$ cat src/include/uhr_regs.svh
// register offsets, field positions and reset values of the uart holding block
// assumes a 3-bit register address and an 8-bit host data bus
`ifndef UHR_REGS_SVH
`define UHR_REGS_SVH

`define UHR_OFF_HOLD    3'h0
`define UHR_OFF_IER     3'h1
`define UHR_OFF_ISR_FCR 3'h2
`define UHR_OFF_LCR     3'h3
`define UHR_OFF_LSR     3'h5

`define UHR_LCR_DLAB    7
`define UHR_IER_LOWPWR  5
`define UHR_IER_SLEEP   4
`define UHR_FCR_ENABLE  0
`define UHR_FCR_RXRST   1
`define UHR_FCR_TXRST   2
`define UHR_FCR_BIG     5

`define UHR_IER_RESET   8'h00
`define UHR_IER_USED    8'h3f
`define UHR_LCR_RESET   8'h00
`define UHR_LSR_RESET   8'h60

`define UHR_ISR_NONE    4'h1
`define UHR_ISR_RLS     4'h6
`define UHR_ISR_RDA     4'h4
`define UHR_ISR_THR     4'h2
`define UHR_ISR_MSR     4'h0

`define UHR_START_MID   4'h7
`define UHR_BIT_LAST    4'hf
`define UHR_DATA_LAST   3'h7

`endif

$ cat src/include/uhr_pkg.sv
// types shared by the uart holding block
// assumes nothing beyond a SystemVerilog tool
package uhr_pkg;
   typedef enum logic [1:0] {RX_IDLE, RX_START, RX_DATA, RX_STOP} uhr_rx_e;
   typedef enum logic [1:0] {TX_IDLE, TX_START, TX_DATA, TX_STOP} uhr_tx_e;
endpackage

$ cat src/logic/uhr_core.sv
// uart holding registers, interrupt enable, line status and serial framing (8N1)
// assumes the host bus strobes are synchronous to clk; rxPin is asynchronous
`include "uhr_regs.svh"

module uhr_core
   import uhr_pkg::*;
#(
   parameter int         TX_DEPTH = 64,
   parameter int         RX_DEPTH = 64,
   parameter logic [7:0] BAUD_DIV = 8'h04,
   parameter int         TRIG_L0  = 1,
   parameter int         TRIG_L1  = 4,
   parameter int         TRIG_L2  = 8,
   parameter int         TRIG_L3  = 14
)
(
   // clock and reset
   input  wire logic       clk,
   input  wire logic       nrst,
   // host register bus
   input  wire logic       busCs,
   input  wire logic       busRd,
   input  wire logic       busWr,
   input  wire logic [2:0] busAddr,
   input  wire logic [7:0] busDataIn,
   output logic      [7:0] busDataOut,
   output logic            busDataOe,
   // serial line
   input  wire logic       rxPin,
   output logic            txPin,
   // modem status source and interrupt
   input  wire logic       modemIrq,
   output logic            irqOut,
   // power control
   output logic            sleepOn,
   output logic            coreClkOff
);
   localparam int TPW = $clog2(TX_DEPTH);
   localparam int RPW = $clog2(RX_DEPTH);
   localparam int TCW = TPW + 1;
   localparam int RCW = RPW + 1;

   if (TX_DEPTH < 2 || (TX_DEPTH & (TX_DEPTH - 1)) != 0 ||
       RX_DEPTH < 2 || (RX_DEPTH & (RX_DEPTH - 1)) != 0 ||
       TRIG_L3 > RX_DEPTH || TRIG_L0 < 1 || BAUD_DIV == 8'h00)
   begin : g_bad_params
      $error("uhr_core: depths must be powers of two and triggers fit the fifo");
   end

   typedef struct packed {
      logic [7:0]                  irq_enable_mask;
      logic [7:0]                  line_control_reg;
      logic                        fifoEn;
      logic                        fifoBig;
      logic [1:0]                  trig;
      logic [TX_DEPTH-1:0][7:0]    txMem;
      logic [TPW-1:0]              txWr;
      logic [TPW-1:0]              txRd;
      logic [TCW-1:0]              txCnt;
      logic [RX_DEPTH-1:0][9:0]    rxMem;
      logic [RPW-1:0]              rxWr;
      logic [RPW-1:0]              rxRd;
      logic [RCW-1:0]              rxCnt;
      logic [RCW-1:0]              rxErrCnt;
      logic [3:0]                  lsrErr;
      logic [2:0]                  rxSync;
      logic                        rxLine;
      uhr_rx_e                     rxSt;
      logic [3:0]                  rxTick;
      logic [2:0]                  rxBits;
      logic [7:0]                  rxShift;
      uhr_tx_e                     txSt;
      logic [3:0]                  txTick;
      logic [2:0]                  txBits;
      logic [7:0]                  txShift;
      logic                        txOut;
      logic [7:0]                  divCnt;
      logic                        tick;
      logic                        modemQ;
      logic                        sleep;
      logic [7:0]                  dOut;
      logic                        dOe;
   } uhr_state_s;

   uhr_state_s s_q;
   uhr_state_s s_d;

   logic           dlab;
   logic           wrHold;
   logic           rdHold;
   logic           wrIer;
   logic           wrFcr;
   logic           rdLsr;
   logic           txPop;
   logic           txAcc;
   logic           rxFall;
   logic           rxPush;
   logic           rxStore;
   logic           rxPop;
   logic [1:0]     rxErr;
   logic [TCW-1:0] txLim;
   logic [RCW-1:0] rxLim;
   logic [RCW-1:0] trigLvl;
   logic           pendRda;
   logic           pendThr;
   logic           pendRls;
   logic [7:0]     line_status_reg;
   logic [3:0]     isrCode;
   logic           wake;

   always_comb
   begin
      s_d     = s_q;
      dlab    = s_q.line_control_reg[`UHR_LCR_DLAB];
      // divisor latch set hides the holding and enable registers
      wrHold  = busCs & busWr & !dlab & (busAddr == `UHR_OFF_HOLD);
      rdHold  = busCs & busRd & !dlab & (busAddr == `UHR_OFF_HOLD);
      wrIer   = busCs & busWr & !dlab & (busAddr == `UHR_OFF_IER);
      wrFcr   = busCs & busWr & (busAddr == `UHR_OFF_ISR_FCR);
      rdLsr   = busCs & busRd & (busAddr == `UHR_OFF_LSR);
      txLim   = s_q.fifoEn ? TCW'(TX_DEPTH) : TCW'(1);
      rxLim   = s_q.fifoEn ? RCW'(RX_DEPTH) : RCW'(1);
      unique case (s_q.trig)
         2'h0: trigLvl = RCW'(TRIG_L0);
         2'h1: trigLvl = RCW'(TRIG_L1);
         2'h2: trigLvl = RCW'(TRIG_L2);
         2'h3: trigLvl = RCW'(TRIG_L3);
      endcase

      // 16x sampling enable
      s_d.tick   = (s_q.divCnt == BAUD_DIV - 8'h01);
      s_d.divCnt = s_d.tick ? 8'h00 : s_q.divCnt + 8'h01;

      // rx line: third stage agreeing with second commits a change
      s_d.rxSync = {s_q.rxSync[1:0], rxPin};
      if (s_q.rxSync[1] == s_q.rxSync[2])
      begin
         s_d.rxLine = s_q.rxSync[2];
      end
      rxFall = s_q.rxLine & (s_q.rxSync[2:1] == 2'b00);

      // transmit side: shifter pulls the oldest held byte when idle
      txPop = (s_q.txSt == TX_IDLE) && (s_q.txCnt != '0);
      txAcc = wrHold && ((s_q.txCnt < txLim) || txPop);
      if (txPop)
      begin
         s_d.txShift = s_q.txMem[s_q.txRd];
         s_d.txRd    = s_q.txRd + TPW'(1);
         s_d.txSt    = TX_START;
         s_d.txTick  = 4'h0;
      end
      else if (s_q.tick && s_q.txSt != TX_IDLE)
      begin
         s_d.txTick = s_q.txTick + 4'h1;
         if (s_q.txTick == `UHR_BIT_LAST)
         begin
            unique case (s_q.txSt)
               TX_START: s_d.txSt = TX_DATA;
               TX_DATA:
               begin
                  s_d.txShift = {1'b0, s_q.txShift[7:1]};
                  s_d.txBits  = s_q.txBits + 3'h1;
                  if (s_q.txBits == `UHR_DATA_LAST)
                  begin
                     s_d.txSt = TX_STOP;
                  end
               end
               TX_STOP:  s_d.txSt = TX_IDLE;
               TX_IDLE:  s_d.txSt = TX_IDLE;
            endcase
         end
      end
      if (txAcc)
      begin
         s_d.txMem[s_q.txWr] = busDataIn;
         s_d.txWr            = s_q.txWr + TPW'(1);
      end
      s_d.txCnt = s_q.txCnt + TCW'(txAcc) - TCW'(txPop);
      s_d.txOut = (s_d.txSt == TX_START) ? 1'b0 :
                  (s_d.txSt == TX_DATA) ? s_d.txShift[0] : 1'b1;

      // receive framing
      rxPush = 1'b0;
      rxErr  = 2'b00;
      unique case (s_q.rxSt)
         RX_IDLE:
            if (rxFall)
            begin
               s_d.rxSt   = RX_START;
               s_d.rxTick = 4'h0;
            end
         RX_START:
            if (s_q.tick)
            begin
               s_d.rxTick = s_q.rxTick + 4'h1;
               if (s_q.rxTick == `UHR_START_MID)
               begin
                  // glitch shorter than half a bit never assembles a character
                  s_d.rxSt   = s_q.rxLine ? RX_IDLE : RX_DATA;
                  s_d.rxTick = 4'h0;
                  s_d.rxBits = 3'h0;
               end
            end
         RX_DATA:
            if (s_q.tick)
            begin
               s_d.rxTick = s_q.rxTick + 4'h1;
               if (s_q.rxTick == `UHR_BIT_LAST)
               begin
                  s_d.rxShift = {s_q.rxLine, s_q.rxShift[7:1]};
                  s_d.rxBits  = s_q.rxBits + 3'h1;
                  if (s_q.rxBits == `UHR_DATA_LAST)
                  begin
                     s_d.rxSt = RX_STOP;
                  end
               end
            end
         RX_STOP:
            if (s_q.tick)
            begin
               s_d.rxTick = s_q.rxTick + 4'h1;
               if (s_q.rxTick == `UHR_BIT_LAST)
               begin
                  rxPush   = 1'b1;
                  rxErr    = {!s_q.rxLine && s_q.rxShift == 8'h00, !s_q.rxLine};
                  s_d.rxSt = RX_IDLE;
               end
            end
      endcase

      // receive fifo; overflow drops the new byte and flags overrun
      rxPop   = rdHold && (s_q.rxCnt != '0);
      rxStore = rxPush && ((s_q.rxCnt < rxLim) || rxPop);
      if (rxStore)
      begin
         s_d.rxMem[s_q.rxWr] = {rxErr, s_q.rxShift};
         s_d.rxWr            = s_q.rxWr + RPW'(1);
      end
      if (rxPop)
      begin
         s_d.rxRd = s_q.rxRd + RPW'(1);
      end
      s_d.rxCnt    = s_q.rxCnt + RCW'(rxStore) - RCW'(rxPop);
      s_d.rxErrCnt = s_q.rxErrCnt + RCW'(rxStore && rxErr != 2'b00)
                     - RCW'(rxPop && s_q.rxMem[s_q.rxRd][9:8] != 2'b00);
      // sticky errors; a new error in the read cycle survives the clear
      s_d.lsrErr = (rdLsr ? 4'h0 : s_q.lsrErr)
                   | {rxErr[1], rxErr[0], 1'b0, rxPush && !rxStore};

      // fifo control write; resets win over traffic in the same cycle
      if (wrFcr)
      begin
         s_d.fifoEn  = busDataIn[`UHR_FCR_ENABLE];
         s_d.fifoBig = busDataIn[`UHR_FCR_BIG];
         s_d.trig    = busDataIn[7:6];
         if (busDataIn[`UHR_FCR_RXRST])
         begin
            s_d.rxWr     = '0;
            s_d.rxRd     = '0;
            s_d.rxCnt    = '0;
            s_d.rxErrCnt = '0;
         end
         if (busDataIn[`UHR_FCR_TXRST])
         begin
            s_d.txWr  = '0;
            s_d.txRd  = '0;
            s_d.txCnt = '0;
         end
      end
      if (wrIer)
      begin
         s_d.irq_enable_mask = busDataIn & `UHR_IER_USED;
      end
      if (busCs && busWr && busAddr == `UHR_OFF_LCR)
      begin
         s_d.line_control_reg = busDataIn;
      end

      // status and pending sources
      pendThr = s_q.fifoEn ? (s_q.txCnt != txLim) : (s_q.txCnt == '0);
      pendRda = s_q.fifoEn ? (s_q.rxCnt >= trigLvl) : (s_q.rxCnt != '0);
      pendRls = (s_q.rxCnt != '0) || (s_q.lsrErr != 4'h0);
      line_status_reg = {s_q.fifoEn && s_q.rxErrCnt != '0,
             s_q.txCnt == '0 && s_q.txSt == TX_IDLE,
             pendThr, s_q.lsrErr, s_q.rxCnt != '0};
      if (pendRls && s_q.irq_enable_mask[2])
      begin
         isrCode = `UHR_ISR_RLS;
      end
      else if (pendRda && s_q.irq_enable_mask[0])
      begin
         isrCode = `UHR_ISR_RDA;
      end
      else if (pendThr && s_q.irq_enable_mask[1])
      begin
         isrCode = `UHR_ISR_THR;
      end
      else if (s_q.modemQ && s_q.irq_enable_mask[3])
      begin
         isrCode = `UHR_ISR_MSR;
      end
      else
      begin
         isrCode = `UHR_ISR_NONE;
      end

      // sleep and low power share one wake path
      s_d.modemQ = modemIrq;
      wake = (s_d.rxLine != s_q.rxLine) || rxFall || (modemIrq != s_q.modemQ)
             || wrHold;
      // pending mask rebuilt here; irqOut hangs off this process
      s_d.sleep = (s_q.irq_enable_mask[`UHR_IER_SLEEP] || s_q.irq_enable_mask[`UHR_IER_LOWPWR])
                  && !wake && !(|(s_q.irq_enable_mask[3:0] & {s_q.modemQ, pendRls, pendThr, pendRda}))
                  && s_q.txCnt == '0 && s_q.txSt == TX_IDLE
                  && s_q.rxSt == RX_IDLE && s_q.rxCnt == '0;

      // read data is registered, so it appears the cycle after the strobe
      s_d.dOe = busCs & busRd;
      if (busCs && busRd)
      begin
         unique case (busAddr)
            `UHR_OFF_HOLD:    s_d.dOut = dlab ? 8'h00 : s_q.rxMem[s_q.rxRd][7:0];
            `UHR_OFF_IER:     s_d.dOut = dlab ? 8'h00 : s_q.irq_enable_mask;
            `UHR_OFF_ISR_FCR: s_d.dOut = {s_q.fifoEn, s_q.fifoEn, s_q.fifoBig, 1'b0,
                                          isrCode};
            `UHR_OFF_LCR:     s_d.dOut = s_q.line_control_reg;
            `UHR_OFF_LSR:     s_d.dOut = line_status_reg;
            default:          s_d.dOut = 8'h00;
         endcase
      end
   end

   always_ff @(posedge clk or negedge nrst)
   begin
      if (!nrst)
      begin
         s_q        <= '0;
         s_q.irq_enable_mask    <= `UHR_IER_RESET;
         s_q.line_control_reg    <= `UHR_LCR_RESET;
         s_q.rxSync <= 3'h7;
         s_q.rxLine <= 1'b1;
         s_q.txOut  <= 1'b1;
      end
      else
      begin
         s_q <= s_d;
      end
   end

   // polled mode is simply all four enables clear
   assign irqOut     = |(s_q.irq_enable_mask[3:0] & {s_q.modemQ, pendRls, pendThr, pendRda});
   assign sleepOn    = s_q.sleep & s_q.irq_enable_mask[`UHR_IER_SLEEP];
   assign coreClkOff = s_q.sleep & s_q.irq_enable_mask[`UHR_IER_LOWPWR];
   assign txPin      = s_q.txOut;
   assign busDataOut = s_q.dOut;
   assign busDataOe  = s_q.dOe;
endmodule // uhr_core

$ cat config.mk
export PLATFORM = sky130hd
export DESIGN_NAME = uhr_core
export DESIGN_NICKNAME = d
export VERILOG_FILES = /design/src/include/uhr_pkg.sv /design/src/logic/uhr_core.sv
export VERILOG_INCLUDE_DIRS = /design/src /design/src/include
export SDC_FILE = /design/constraint.sdc
export NUM_CORES = 2
export LEC_CHECK = 0
export BUFFER_PORTS_ARGS = -buffer_cell sky130_fd_sc_hd__buf_2
export CORE_UTILIZATION = 50
export CTS_BUF_LIST = sky130_fd_sc_hd__clkbuf_2 sky130_fd_sc_hd__clkbuf_4 sky130_fd_sc_hd__clkbuf_8
export DETAILED_ROUTE_END_ITERATION = 8
export GPL_ROUTABILITY_DRIVEN = 0
export PLACE_DENSITY = 0.78
export REMOVE_ABC_BUFFERS = 1
export SETUP_SLACK_MARGIN = 0.05
export SLEW_MARGIN = 20
export SYNTH_ARGS = -nofsm -noshare
export SYNTH_HDL_FRONTEND = slang
export SYNTH_SLANG_ARGS = --single-unit
export TNS_END_PERCENT = 20
$ cat constraint.sdc
create_clock -name clk -period 4 [get_ports clk]
set_input_delay 0.2 -clock clk [delete_from_list [all_inputs] [get_ports clk]]
set_output_delay 0.2 -clock clk [all_outputs]
set_load 0.005 [all_outputs]
After elaboration in Yosys (flattened, before gate mapping)
Index checks and enable logic that the tools add are counted.
{"block": "op_classes", "add_sub_neg": 15, "n_mul": 0, "div_mod_pow": 0, "n_lt_le_gt_ge": 9, "eq_ne": 33, "n_shift": 0, "n_mux": 60, "bitwise_logic": 15, "reduce_logical": 65}
{"cell": "$bwmux W640", "n": 1}
{"cell": "$bwmux W512", "n": 1}
{"cell": "$bmux W10 S6", "n": 1}
{"cell": "$demux W10 S6", "n": 1}
{"cell": "$mux W26", "n": 2}
{"cell": "$bmux W8 S6", "n": 1}
{"cell": "$demux W8 S6", "n": 1}
{"cell": "$mux W6", "n": 8}
{"cell": "$mux W8", "n": 5}
{"cell": "$pmux W8 S5", "n": 1}
{"cell": "$mux W19", "n": 2}
{"cell": "$mux W17", "n": 2}
{"cell": "$mux W11", "n": 3}
{"cell": "$lt A6 B7 Y1 const B", "n": 4}
{"cell": "$pmux W7 S4", "n": 1}
{"cell": "$logic_and A1 B1 Y1", "n": 26}
{"cell": "$add A6 B1 Y6 const B", "n": 4}
{"cell": "$pmux W6 S4", "n": 1}
{"cell": "$add A7 B1 Y7", "n": 3}
{"cell": "$reduce_bool A7 Y1", "n": 3}
{"cell": "$sub A7 B1 Y7", "n": 3}
{"cell": "$mux W10", "n": 2}
{"cell": "$mux W2", "n": 10}
{"cell": "$mux W9", "n": 2}
{"cell": "other kinds (42)", "n": 109}
{"block": "totals", "register_bits": 1278, "latchBits": 0, "ram_bits": 0, "rom_bits": 0, "wordCells": 356, "memories": 0}

Longest topological paths before layout
{"block": "depth", "word_depth": 13, "mapped_depth": 21, "mapped_depth_nobuf": 18}

Least setup slack after synthesis
No wires, ideal clock.
{"block": "synth_path", "path_type": "reg2reg", "start": "reg s_q[77] (netlist bit)", "end": "reg s_q[69] (netlist bit)", "setup_ps": 78, "t_arrival_ps": 3996, "path_slack_ps": -74, "stages_incl_launch_ff": 21, "period_less_slack_ps": 4074, "cell_sequence": "dfrtp_1 buf_4 buf_4 buf_4 buf_2 nand2_1 o22ai_1 a2111oi_0 nand2_1 a41oi_1 o21ai_0 ha_1 inv_1 ha_1 fa_1 a21oi_1 o21bai_1 a21oi_1 nor2_1 or3_1 a21oi_1"}
{"element": "from (decl)", "line": "uhr_core.sv:85", "text": "uhr_state_s s_q;"}

==> metrics.csv <==
metric;value;unit
netlist_instances;4017;
crit_path_end_kind;flop;
fin_skew;0.0322;ns
synth.top_cell.area_share;0.533;
synth-seq-area-share;0.535;
r2r_setup_slack;0.24;ns
insertion_delay;0.91;ns
synthesis.area;59800;um2
htreeDepth;4;
synth_most_common_cell;dfrtp_1;
clock-root-buffer;clkbuf_8;
slew_headroom;0.248;
area_growth;11.7;%
ant_nets;0;
vias_per_cell;6.14;
grt_max_degree;120;
yosysWarningCount;0;
grt.total_usage;0.241;
die_x;348;um
outcome;finished clean;
worst_pin_slew;1.13;ns
drive_gt1_frac;0.500;
arrival;4.56;ns
setup_viol;0;
critPathLaunch;s_q[78]$_DFF_PN0_;
grt_pass1_vias;37100;
hpwl;92400;um
dpl_cell_area;62000;um2
drt-total-wl;142000;um
synth_area_leaders;dfrtp_1, mux2_2, mux4_2, clkbuf_1, nor4_4;
fin_crit;3.76;ns
grt_pass1_wl;225000;um
hold_viol_final;0;
largest_reg_flops;1261;
required;4.80;ns
drtIter0Drc;2912;
die_area;121000;um2
synth-main-ff-cell;dfrtp_1;
core;118000;um2
vdd_ir_drop_max;0.000252;V
cts.clk_slew.worst_paths;0.07;ns
max_freq;0.266;GHz
clock-sinks;1277;
rsz0062_at_grt;yes;
overflow;0;
power;28.9;mW
r2r-start;s_q[78]$_DFF_PN0_;
vias;35600;
reg2reg_to;s_q[69]$_DFF_PN0_;
cp-start-kind;flop;
async_flop_share;1.00;
period_share;0.939;
avgSynthCellArea;14.9;um2
tritoncts;done;
io_pins;31;
setup.worst_path.end;s_q[69]$_DFF_PN0_;
yosys.area.top_type;dfrtp_1;
r2r_cells;16;
cts_buffers;192;
p_per_area;434;nW/um2
leakage;31.6;nW
ys_ff_latch;1277;
worst_hold_path_type;primary input to asynchronous set/reset pin;
clk_path_buf_depth;3;
port_buffers;30;
row_count;126;
max_cap_viol_count;0;
antenna_found_initial;2;
crit_type;flop to flop;
critical_path.max_fanout;13;
nets;4191;
fin_area;66700;um2
dr.pass1.iters;8;
synth_cell_types;79;
die_h;348;um
routedWlPerCell;24.5;um
start_util;0.505;
synth_common_cells;dfrtp_1, mux2_2, mux4_2, clkbuf_1, nand2_1;
maxSlewViolCount;0;
drcViolationCount;0;
synth-edff-count;0;
## worst min-delay path by stage
stage,start,to,slack (ns),cells past startpoint
after floorplan,nrst,busDataOe$_DFF_PN0_,-0.1,0
after global placement,nrst,s_q[479]$_DFFE_PN0P_,0.27,1
after detailed placement,nrst,s_q[475]$_DFFE_PN0P_,0.27,1
after CTS,nrst,s_q[72]$_DFF_PN0_,0.04,3
after global routing,nrst,s_q[72]$_DFF_PN0_,0.1,3
final,nrst,s_q[455]$_DFFE_PN0P_,0.11,3
## critical path: stages (launching register included)
cell      delay [ns]
dfrtp_4         0.49
buf_4           0.20
o311ai_2        0.34
o21ai_0         0.18
a211oi_1        0.29
and3_1          0.24
o21ai_2         0.08
ha_1            0.28
inv_1           0.04
ha_1            0.21
fa_2            0.39
a21oi_2         0.12
o21bai_1        0.10
a21oi_1         0.15
nor2_1          0.06
or3_1           0.34
a21oi_1         0.15
## layout make-up
cell class / instances / area (um2)
clock buffers: 327 / 4040
repair buffers: 207 / 1850
well taps: 1536 / 1920
inverters: 54 / 203
multi-input cells: 2383 / 26500
diodes: 1 / 2.50
fillers: 8932 / 51500
flip-flops and latches: 1277 / 32000
clock inverters: 20 / 236
## power by group
part | leakage, nW | internal (mW) | switching, mW
clock network | 2.29 | 6.64 | 4.97
registers | 17.7 | 13.3 | 0.333
logic | 11.6 | 1.55 | 2.18
total | 31.6 | 21.4 | 7.48
## through the flow
step / utilization / cells / setup TNS, ns / hold slack, ns / worst slack (ns)
global placement: 0.524 / 5428 / 0 / 0.273 / 0.0873
finish: 0.564 / 5805 / 0 / 0.108 / 0.242
CTS: 0.563 / 5801 / 0 / 0.0371 / 0.0702
global route: 0.564 / 5805 / -0.0363 / 0.0953 / -0.0363
floorplan: - / 3714 / -547.96 / -0.0956 / -5.02
detailed placement: 0.524 / 5428 / 0 / 0.274 / 0.0272
## layout by cell type (no fill, tap or decap), drive strengths merged, types with 26 or more instances in the layout
master       instances
nand2              131
a21oi               41
mux2              1184
dfrtp             1272
nor3                48
dlygate4sd3         26
mux4               285
nor4                47
nand3               60
o21ai               42
inv                 55
ha                  55
clkbuf             327
nor2               110
mux2i               69
buf                181
## logic make-up (layout without fill, tap and decap cells)
| family | after synthesis | in the layout | synth area share |
|---|---|---|---|
| XOR/XNOR | 37 | 37 | 0.00542 |
| flip-flops | 1277 | 1277 | 0.535 |
| multiplexers | 1538 | 1538 | 0.342 |
| buffers and inverters | 357 | 608 | 0.0248 |
| adder cells (fa/ha/maj) | 58 | 58 | 0.0125 |
| AND/OR/NAND/NOR | 521 | 521 | 0.0540 |
| other | 0 | 1 | 0 |
| AO/OA/AOI/OAI | 229 | 229 | 0.0265 |
## metal layers
| metal | part of all wire | GRT usage | up-vias |
|---|---|---|---|
| met5 | 0 | 0 | - |
| met4 | 0.029 | 0.0807 | 0 |
| met3 | 0.064 | 0.0448 | 292 |
| met2 | 0.47 | 0.373 | 1103 |
| met1 | 0.44 | 0.344 | 19100 |
| li1 | - | - | 15200 |
## timing repair
action	CTS	global route
hold buffers	26	1
setup buffers	0	1
setup endpoints to repair	1	2
resized for setup	6	26
hold endpoints to repair	1078	7
pin swaps	0	5
Power figures use the tool's default switching activity.
